<file path="src/inc/brp_defs.svh">
`ifndef BRP_DEFS_SVH
`define BRP_DEFS_SVH

`define BRP_WORD_W 32
`define BRP_LANE_W 8
`define BRP_PAR_ODD 1'b1
`define BRP_RST_WORD 32'h0000_0000

`endif

</file>
<file path="src/inc/brp_pkg.sv">
package brp_pkg;

    // rotation amount, left-end around, in byte steps
    typedef enum logic [1:0] {
        BRP_ROT_0  = 2'h0,
        BRP_ROT_8  = 2'h1,
        BRP_ROT_16 = 2'h2,
        BRP_ROT_24 = 2'h3
    } brp_rot_t;

    // direction of the transfer through the stage
    typedef enum logic [2:0] {
        BRP_DIR_IDLE  = 3'b001,
        BRP_DIR_READ  = 3'b010,
        BRP_DIR_WRITE = 3'b100
    } brp_dir_t;

endpackage : brp_pkg

</file>
<file path="src/brp_rotator.sv">
`timescale 1ns/1ps
`include "brp_defs.svh"

// Notes on behaviour
// - every outgoing bus word passes this stage; no bypass path exists
// - rotate the 32-bit word left-end around by 0, 8, 16 or 24 bits
// - rotation amount comes with each transfer from the moving instruction
// - check parity of every word read from control memory
// - generate a parity bit for every word written to control memory
// - bit 0 is leftmost and most significant; left rotation lowers bit numbers
// - four byte lanes, lane 0 is bits 0-7; high half is bits 0-15
module brp_rotator
    import brp_pkg::*;
#(
    parameter int WORD_W = `BRP_WORD_W,
    parameter int LANE_W = `BRP_LANE_W,
    parameter logic PARITY_ODD = `BRP_PAR_ODD
)
(
    input wire logic clock_in,
    input wire logic reset_in,
    input wire logic xfer_valid_in,
    input wire logic xfer_read_in,
    input wire logic [1:0] rot_sel_in,
    input wire logic [WORD_W-1:0] bus_word_in,
    input wire logic mem_parity_in,
    output logic xfer_valid_out,
    output logic xfer_read_out,
    output logic [WORD_W-1:0] bus_word_out,
    output logic mem_parity_out,
    output logic parity_error_out,
    output logic [LANE_W-1:0] shared_word_lane0_out,
    output logic [LANE_W-1:0] shared_word_lane3_out,
    output logic [2*LANE_W-1:0] shared_word_upper_half_out,
    output logic [2*LANE_W-1:0] shared_word_lower_half_out
);

    ////////////////////////////////////////////////////////////////////////////
    // bit 0 of the documented numbering is the vector msb [WORD_W-1]
    function automatic logic [WORD_W-1:0] rot_left(input logic [WORD_W-1:0] w,
                                                   input brp_rot_t r);
        logic [WORD_W-1:0] res;
        res = w;
        unique case (r)
            BRP_ROT_0:  res = w;
            BRP_ROT_8:  res = {w[WORD_W-LANE_W-1:0], w[WORD_W-1 -: LANE_W]};
            BRP_ROT_16: res = {w[WORD_W-2*LANE_W-1:0], w[WORD_W-1 -: 2*LANE_W]};
            BRP_ROT_24: res = {w[LANE_W-1:0], w[WORD_W-1 -: WORD_W-LANE_W]};
        endcase
        return res;
    endfunction : rot_left

    function automatic logic par_of(input logic [WORD_W-1:0] w);
        return (^w) ^ PARITY_ODD;
    endfunction : par_of

    ////////////////////////////////////////////////////////////////////////////
    logic [WORD_W-1:0] rot_word;
    logic par_bad;
    brp_dir_t dir_r;

    assign rot_word = rot_left(bus_word_in, brp_rot_t'(rot_sel_in));
    assign par_bad = xfer_valid_in && xfer_read_in && (par_of(bus_word_in) != mem_parity_in);

    always_ff @(posedge clock_in)
    begin
        if (reset_in)
        begin
            bus_word_out <= `BRP_RST_WORD;
            xfer_valid_out <= 1'b0;
            xfer_read_out <= 1'b0;
        end
        else
        begin
            bus_word_out <= xfer_valid_in ? rot_word : bus_word_out;
            xfer_valid_out <= xfer_valid_in;
            xfer_read_out <= xfer_valid_in & xfer_read_in;
        end
    end

    always_ff @(posedge clock_in)
    begin
        if (reset_in)
            dir_r <= BRP_DIR_IDLE;
        else if (!xfer_valid_in)
            dir_r <= BRP_DIR_IDLE;
        else if (xfer_read_in)
            dir_r <= BRP_DIR_READ;
        else
            dir_r <= BRP_DIR_WRITE;
    end

    // write parity is taken over the word as it is stored, after rotation
    always_ff @(posedge clock_in)
    begin
        if (reset_in)
            mem_parity_out <= 1'b0;
        else if (xfer_valid_in && !xfer_read_in)
            mem_parity_out <= par_of(rot_word);
    end

    // one-cycle pulse per bad read word
    always_ff @(posedge clock_in)
    begin
        if (reset_in)
            parity_error_out <= 1'b0;
        else
            parity_error_out <= par_bad;
    end

    always_ff @(posedge clock_in)
    begin
        if (reset_in)
        begin
            shared_word_lane0_out <= '0;
            shared_word_lane3_out <= '0;
            shared_word_upper_half_out <= '0;
            shared_word_lower_half_out <= '0;
        end
        else if (xfer_valid_in)
        begin
            shared_word_lane0_out <= rot_word[WORD_W-1 -: LANE_W];
            shared_word_lane3_out <= rot_word[LANE_W-1:0];
            shared_word_upper_half_out <= rot_word[WORD_W-1 -: 2*LANE_W];
            shared_word_lower_half_out <= rot_word[2*LANE_W-1:0];
        end
    end

    ////////////////////////////////////////////////////////////////////////////
    property p_rot_value;
        @(posedge clock_in) disable iff (reset_in)
        xfer_valid_in |=>
            bus_word_out == rot_left($past(bus_word_in), brp_rot_t'($past(rot_sel_in)));
    endproperty
    a_rot_value: assert property (p_rot_value) else $error("rotated word wrong");

    property p_rot16_halves;
        @(posedge clock_in) disable iff (reset_in)
        (xfer_valid_in && rot_sel_in == 2'h2) |=>
            shared_word_upper_half_out == $past(bus_word_in[2*LANE_W-1:0]);
    endproperty
    a_rot16_halves: assert property (p_rot16_halves) else $error("half swap wrong");

    property p_rot8_lane;
        @(posedge clock_in) disable iff (reset_in)
        (xfer_valid_in && rot_sel_in == 2'h1) |=>
            shared_word_lane3_out == $past(bus_word_in[WORD_W-1 -: LANE_W]);
    endproperty
    a_rot8_lane: assert property (p_rot8_lane) else $error("lane 0 did not wrap");

    property p_rot_zero;
        @(posedge clock_in) disable iff (reset_in)
        (xfer_valid_in && rot_sel_in == 2'h0) |=> bus_word_out == $past(bus_word_in);
    endproperty
    a_rot_zero: assert property (p_rot_zero) else $error("zero rotation altered word");

    property p_hold;
        @(posedge clock_in) disable iff (reset_in)
        !xfer_valid_in |=> $stable(bus_word_out) && !xfer_valid_out;
    endproperty
    a_hold: assert property (p_hold) else $error("word changed when idle");

    property p_wr_parity;
        @(posedge clock_in) disable iff (reset_in)
        (xfer_valid_in && !xfer_read_in) |=>
            ((^bus_word_out) ^ mem_parity_out) == PARITY_ODD;
    endproperty
    a_wr_parity: assert property (p_wr_parity) else $error("write parity wrong");

    property p_rd_err;
        @(posedge clock_in) disable iff (reset_in)
        (xfer_valid_in && xfer_read_in && ((^bus_word_in) ^ mem_parity_in) != PARITY_ODD)
            |=> parity_error_out && xfer_read_out;
    endproperty
    a_rd_err: assert property (p_rd_err) else $error("parity error missed");

    property p_no_false_err;
        @(posedge clock_in) disable iff (reset_in)
        (!xfer_valid_in || !xfer_read_in) |=> !parity_error_out;
    endproperty
    a_no_false_err: assert property (p_no_false_err) else $error("spurious parity error");

    property p_valid_pulse;
        @(posedge clock_in) disable iff (reset_in)
        xfer_valid_in |=> xfer_valid_out;
    endproperty
    a_valid_pulse: assert property (p_valid_pulse) else $error("accepted word not shown");

    property p_rot24_lane;
        @(posedge clock_in) disable iff (reset_in)
        (xfer_valid_in && rot_sel_in == 2'h3) |=>
            shared_word_lane0_out == $past(bus_word_in[LANE_W-1:0]);
    endproperty
    a_rot24_lane: assert property (p_rot24_lane) else $error("lane 3 not in lane 0");

    property p_rot16_lower;
        @(posedge clock_in) disable iff (reset_in)
        (xfer_valid_in && rot_sel_in == 2'h2) |=>
            shared_word_lower_half_out == $past(bus_word_in[WORD_W-1 -: 2*LANE_W]);
    endproperty
    a_rot16_lower: assert property (p_rot16_lower) else $error("low half swap wrong");

    property p_slices_hold;
        @(posedge clock_in) disable iff (reset_in)
        !xfer_valid_in |=> $stable(shared_word_upper_half_out) &&
            $stable(shared_word_lower_half_out) && $stable(shared_word_lane0_out) &&
            $stable(shared_word_lane3_out);
    endproperty
    a_slices_hold: assert property (p_slices_hold) else $error("slices changed when idle");

    property p_rd_keeps_parity;
        @(posedge clock_in) disable iff (reset_in)
        (xfer_valid_in && xfer_read_in) |=> $stable(mem_parity_out);
    endproperty
    a_rd_keeps_parity: assert property (p_rd_keeps_parity) else $error("read moved parity");

    property p_err_on_read;
        @(posedge clock_in) disable iff (reset_in)
        parity_error_out |-> xfer_read_out;
    endproperty
    a_err_on_read: assert property (p_err_on_read) else $error("error without read");

    // the direction register must agree with the shown flags
    property p_dir_track;
        @(posedge clock_in) disable iff (reset_in)
        ((dir_r == BRP_DIR_READ) == xfer_read_out) &&
            ((dir_r == BRP_DIR_IDLE) == !xfer_valid_out);
    endproperty
    a_dir_track: assert property (p_dir_track) else $error("direction out of step");

    property p_reset_clear;
        @(posedge clock_in)
        reset_in |=> !xfer_valid_out && !xfer_read_out && !parity_error_out &&
            !mem_parity_out && bus_word_out == '0;
    endproperty
    a_reset_clear: assert property (p_reset_clear) else $error("outputs not cleared");

endmodule : brp_rotator

</file>
<file path="config.mk">
export PLATFORM = sky130hd
export DESIGN_NAME = brp_rotator
export DESIGN_NICKNAME = d
export VERILOG_FILES = /design/src/inc/brp_pkg.sv /design/src/brp_rotator.sv
export VERILOG_INCLUDE_DIRS = /design/src /design/src/inc
export SDC_FILE = /design/constraint.sdc
export NUM_CORES = 1
export LEC_CHECK = 0
export ABC_AREA = 1
export BUFFER_PORTS_ARGS = -buffer_cell sky130_fd_sc_hd__buf_2
export CAP_MARGIN = 10
export CORE_UTILIZATION = 50
export DETAILED_ROUTE_END_ITERATION = 7
export PLACE_DENSITY = 0.89
export SYNTH_ARGS = -nofsm -noshare
export SYNTH_HDL_FRONTEND = slang
export SYNTH_SLANG_ARGS = --single-unit
</file>
<file path="constraint.sdc">
create_clock -name clock_in -period 3.3 [get_ports clock_in]
set_input_delay 0.495 -clock clock_in [delete_from_list [all_inputs] [get_ports clock_in]]
set_output_delay 0.495 -clock clock_in [all_outputs]
set_load 0.02 [all_outputs]
</file>
; ---- Yosys cells after proc, flatten, opt, wreduce, memory -nomap -nowiden
; Index checks and enable logic that the tools add are counted.
[word_totals]
regBits = 84
in_bits = 39
output_inout_bits = 84
[op_classes]
n_eq_ne = 4
n_mux = 1
bitwise_logic = 3
reduce_logical = 7
[op_table]
columns = operator, n
row1 = one-hot mux 32 bit (4 select lines), 1
row2 = parity 32 bit, 2
row3 = == test 2 bit (second input constant), 2
row4 = logical AND 1 bit, 3
row5 = == test 2 x 1 -> 1 bit (second input constant), 1
row6 = logical NOT 2 bit, 1
row7 = inverter 1 bit, 2
row8 = bitwise AND 1 bit, 1
row9 = logical NOT 1 bit, 1
row10 = != test 1 bit, 1

; ---- Logic depth before layout (Yosys ltp)
[logic_depth]
ltp_word = 4
mapped_depth = 14
ltp_nobuf = 14

; ---- Worst setup path before layout
; No wires, ideal clock.
[synth_timing]
path_kind = input to register
start = in bus_word_in[18]
end = reg parity_error_out
arrival_time_ns = 1.317
required_time_ns = 3.234
path_slack_ns = 1.917
path_stages = 13
n_path_buf = 0
path_cell_list = nor2_1 -> inv_1 -> nand2_1 -> nand2_1 -> nand2_1 -> nand2_1 -> nand2_2 -> nand2_2 -> nand2_1 -> nand2_2 -> nand2_1 -> nand2_1 -> a21oi_2
[synth_via]
elab_chain_len = 4
[synth_lines]
columns = item, line_no
row1 = start: declaration, brp_rotator.sv:25  ; input wire logic [WORD_W-1:0] bus_word_in,
row2 = parity 32 bit, brp_rotator.sv:54  ; return (^w) ^ PARITY_ODD;
row3 = inverter 1 bit (no line), --
row4 = != test 1 bit, brp_rotator.sv:63  ; assign par_bad = xfer_valid_in && xfer_read_in && (par_of(bus_word_in) != mem_parity_in);
row5 = logical AND 1 bit, brp_rotator.sv:63
row6 = end signal: assignment, brp_rotator.sv:108  ; parity_error_out <= par_bad;
row7 = end: declaration, brp_rotator.sv:31  ; output logic parity_error_out,
; Every way passes these cells.
; A chain may end at the register's enable or synchronous reset.

; ---- Worst setup path after layout
[layout_timing]
start = in rot_sel_in[1]
end = reg bus_word_out[13]
[layout_via]
elab_chain_len = 2
elab_cells_between_ends = 5
classes_between = eq/ne: 3 / mux: 1 / reduce/logical: 1
[layout_lines]
columns = item, line_no
row1 = start: declaration, brp_rotator.sv:24  ; input wire logic [1:0] rot_sel_in,
row2 = == test 2 bit (tied with other cells), brp_rotator.sv:44  ; unique case (r)
row3 = one-hot mux 32 bit (4 select lines) *, brp_rotator.sv:44
row4 = end signal: assignment, brp_rotator.sv:69  ; bus_word_out <= `BRP_RST_WORD;
row5 = end signal: assignment, brp_rotator.sv:75  ; bus_word_out <= xfer_valid_in ? rot_word : bus_word_out;
row6 = end: declaration, brp_rotator.sv:29  ; output logic [WORD_W-1:0] bus_word_out,
; Every way passes the cells marked *; elsewhere a longest branch is shown, timed or not.

==> metrics.md <==
| Metric | Value |
|---|---|
| Status | completed |
| Number of core rows | 28 |
| Post-route clock period utilization | 58.1% |
| CTS tree | built |
| Routability cong. | 0.969 |
| Flip-flop and latch area | roughly 720 um^2 |
| Clock Tree Buf Depth | 2 |
| VDD IR-drop max | between 0.0002 and 0.00025 V |
| RSZ-0062 raised after global routing | false |
| Critical Path Source | rot_sel_in[1] |
| Worst path top cell family by delay | simple AND/OR/NAND/NOR gates |
| Final nets | 628 |
| Placed insts | about 660 |
| Critical path arrival | around 2.1 ns |
| Top-count cell post-synth | nand2_1 |
| DRC | 0 |
| Core area | 5960 um^2 |
| Crit Path Max Fanout | 31 |
| First-pass GRT wire length | about 14000 um |
| FF-to-FF setup slack | 2.53 ns |
| Worst path required time | about 3.5 ns |
| Most frequent cells after synthesis | nand2_1 (162), o21ai_0 (81), buf_4 (48) |
| Vias | 3729 |
| Post-CTS Hold Fix Bufs | 0 |
| Min-delay src | xfer_read_in |
| Post-route ant nets | 0 |
| Final hold vios | 0 |
| GR Util All Layers | around 28% |
| I/O pin count | roughly 120 |
| Total of warnings raised by yosys | 0 |
| Hold Path Depth | 3 |
| Asr flop ratio synth | 0% |
| Initial antenna violation count | 0 |
| Worst setup margin | approximately 1.4 ns |
| Setup Slack @ Placement | around 1.2 ns |
| Kind of end point of the critical path | flop |
| Number of synthesized flops with an enable pin | 0 |
| Multi-input gate area | 1690 um^2 |
| Initial Utilization | approximately 52% |
| Slowest stage delay, CP | a little over 0.7 ns |
| Initial DRC Count | 450 |
| Grt met2 use | between 40% and 50% |
| H-tree depth | 2 |
| R2R Path End | bus_word_out[31]$_SDFFE_PP0P_ |
| Largest net degree at the start of global routing | 32 |
| Cell Chain, Critical Path | buf_2 -> nand2_1 -> inv_1 -> a21oi_1 -> o21ai_0 -> o21ai_0 -> a21oi_1 |
| Hold endpoint | xfer_read_out$_SDFF_PP0_ |
| PwrDens | 389 nW/um^2 |
| Full die area | 6500 um^2 |
| Leakage | 0.00199 uW |
| Sink Count | 36 |
| Register bit total from synthesis | 36 |
| WHS | about 0.46 ns |
| Max-Cap Viols | 0 |
| Fill cell count | ~600 |
| GRT Max-Usage Layer | met2 |
| Clk slew on worst S/H paths | 0.07 ns |
| Main synth FF type | dfxtp_1 |
| ANT cells | 0 |
| Vias per cell | approximately 5.6 |
| Fin cells | between 600 and 700 |
| Bufs and invs on worst path | 2 |
| Synth unique cells | 22 |
| Area Overhead vs Synth | 11.3% |
| Clock Skew | 0 ns |
| TritonRoute pass-1 iters | 5 |
| Reg-to-Reg Start | bus_word_out[31]$_SDFFE_PP0P_ |
| CP Class | primary input to flop |
| Post-DP HPWL | 7000 um |
| Root Buffer | clkbuf_8 |
| Slew @ Worst Pin | 0.990 ns |
| GRT overflow | 0 |
| WL final | 9180 um |
| F_max | 521 MHz |
| Ranking of synthesized cells by area | dfxtp_1 (23%), nand2_1 (20%), o21ai_0 (13%), buf_4 (12%), a21oi_1 (5.7%) |
| CTS buffer count | 5 |
| WL per Instance | about 14 um |
| Die boundary width | approximately 81 um |
| IO Port Bufs | ~120 |
| Final Max Tran Viols | 0 |
| Cell accounting for the most synthesized area | dfxtp_1 |
| R2R cell count | 4 |
| Final setup TNS | 0 ns |
| Clock Latency Late Sink | 0.29 ns |
| # resized after CTS | 0 |
| Final-report setup violation count | 0 |
| M1 GR Usage | between 30% and 40% |
| Fraction of layout cells with a size suffix above 1 | between 20% and 30% |
| Post-synth top area share | 23.3% |
| Mapped cell area | about 3100 um^2 |
| Fin crit period | about 1.9 ns |
| Syn_nets | 570 |
| HP Class | primary input to flop |
| Met3 Use GR | 3.98% |
| Post-Synthesis Cells | 531 |
| Setup bufs post-CTS | 0 |
| Startpoint types | primary input |
| Die span in y | about 81 um |
| Vias in the first global route | approximately 3100 |
| Slowest CP cell | nand2_1 |
| Seq/Total Area, Yosys | approximately a quarter |
| Syn_area_per_cell | a little under 6 um^2 |
| Rel. slew slack | between 30% and 40% |
[flip-flops by register name, summed over array words and instances (netlist names)]
signal and cells:
xfer_valid_out 1, bus_word_out 32, xfer_read_out 1, parity_error_out 1, mem_parity_out 1
[report_power, final]
part / leakage (uW) / switching [uW] / internal [uW] / total [uW]
logic: 0.00164 / 359 / 163 / 522
clock network: 0.0000510 / 160 / 167 / 327
registers: 0.000299 / 23.6 / 468 / 491
[final cells by class]
cell class / count / area share [%]
Multi-Input combinational cell: 362 / 49.0
Tap cell: 75 / 2.73
Timing Repair Buffer: 123 / 18.0
Clock inverter: 2 / 0.291
Sequential cell: 36 / 20.9
Clock buffer: 6 / 2.40
Inverter: 61 / 6.65
[tightest hold or removal path, cell delays in order]
cell	delay [ns]
buf_2	0.10
nand2_1	0.08
inv_1	0.05
[metrics by stage]
| step | power (uW) | util (%) | cell area (um^2) |
|---|---|---|---|
| finish | 1340 | 57.8 | 3440 |
| global route | 1420 | 57.8 | 3440 |
| CTS | 1330 | 57.8 | 3440 |
| detailed placement | 1010 | 56.2 | 3350 |
| global placement | 997 | 56.2 | 3350 |
| floorplan | 897 | - | 3090 |
[logic make-up after synthesis]
logic type | synth area share, %
compound gates | 27.5
buf+inv | 22.1
flops | 23.3
xor+xnor | 0.850
simple gates | 26.3
[worst max-delay path by stage]
| stage | to | cells past startpoint |
|---|---|---|
| finish | bus_word_out[13]$_SDFFE_PP0P_ | 7 |
| global placement | bus_word_out[13]$_SDFFE_PP0P_ | 7 |
| detailed placement | bus_word_out[13]$_SDFFE_PP0P_ | 7 |
| floorplan | parity_error_out$_SDFF_PP0_ | 13 |
| global route | bus_word_out[24]$_SDFFE_PP0P_ | 7 |
| CTS | bus_word_out[13]$_SDFFE_PP0P_ | 7 |
[layout by cell type, fill, tap and decap left out, types with 2 or more instances in the layout]
cell,Yosys,final
a21oi_1,35,35
a31oi_1,2,2
buf_2,3,122
clkbuf_8,0,6
clkinv_2,0,2
dfxtp_1,36,36
inv_1,38,38
inv_2,22,22
nand2_1,162,162
nand2_2,7,7
nand3_1,7,7
nor2_1,30,30
nor2_2,2,2
o21ai_0,81,81
o221ai_1,18,18
o22ai_1,11,11
xnor2_1,3,3
[routing by layer]
metal,routed length [um],vias up
met2,4370,218
met1,3630,1680
met4,267,0
met5,0,-
li1,-,1800
met3,915,31
Note: power is estimated with default switching activity, not from simulation.
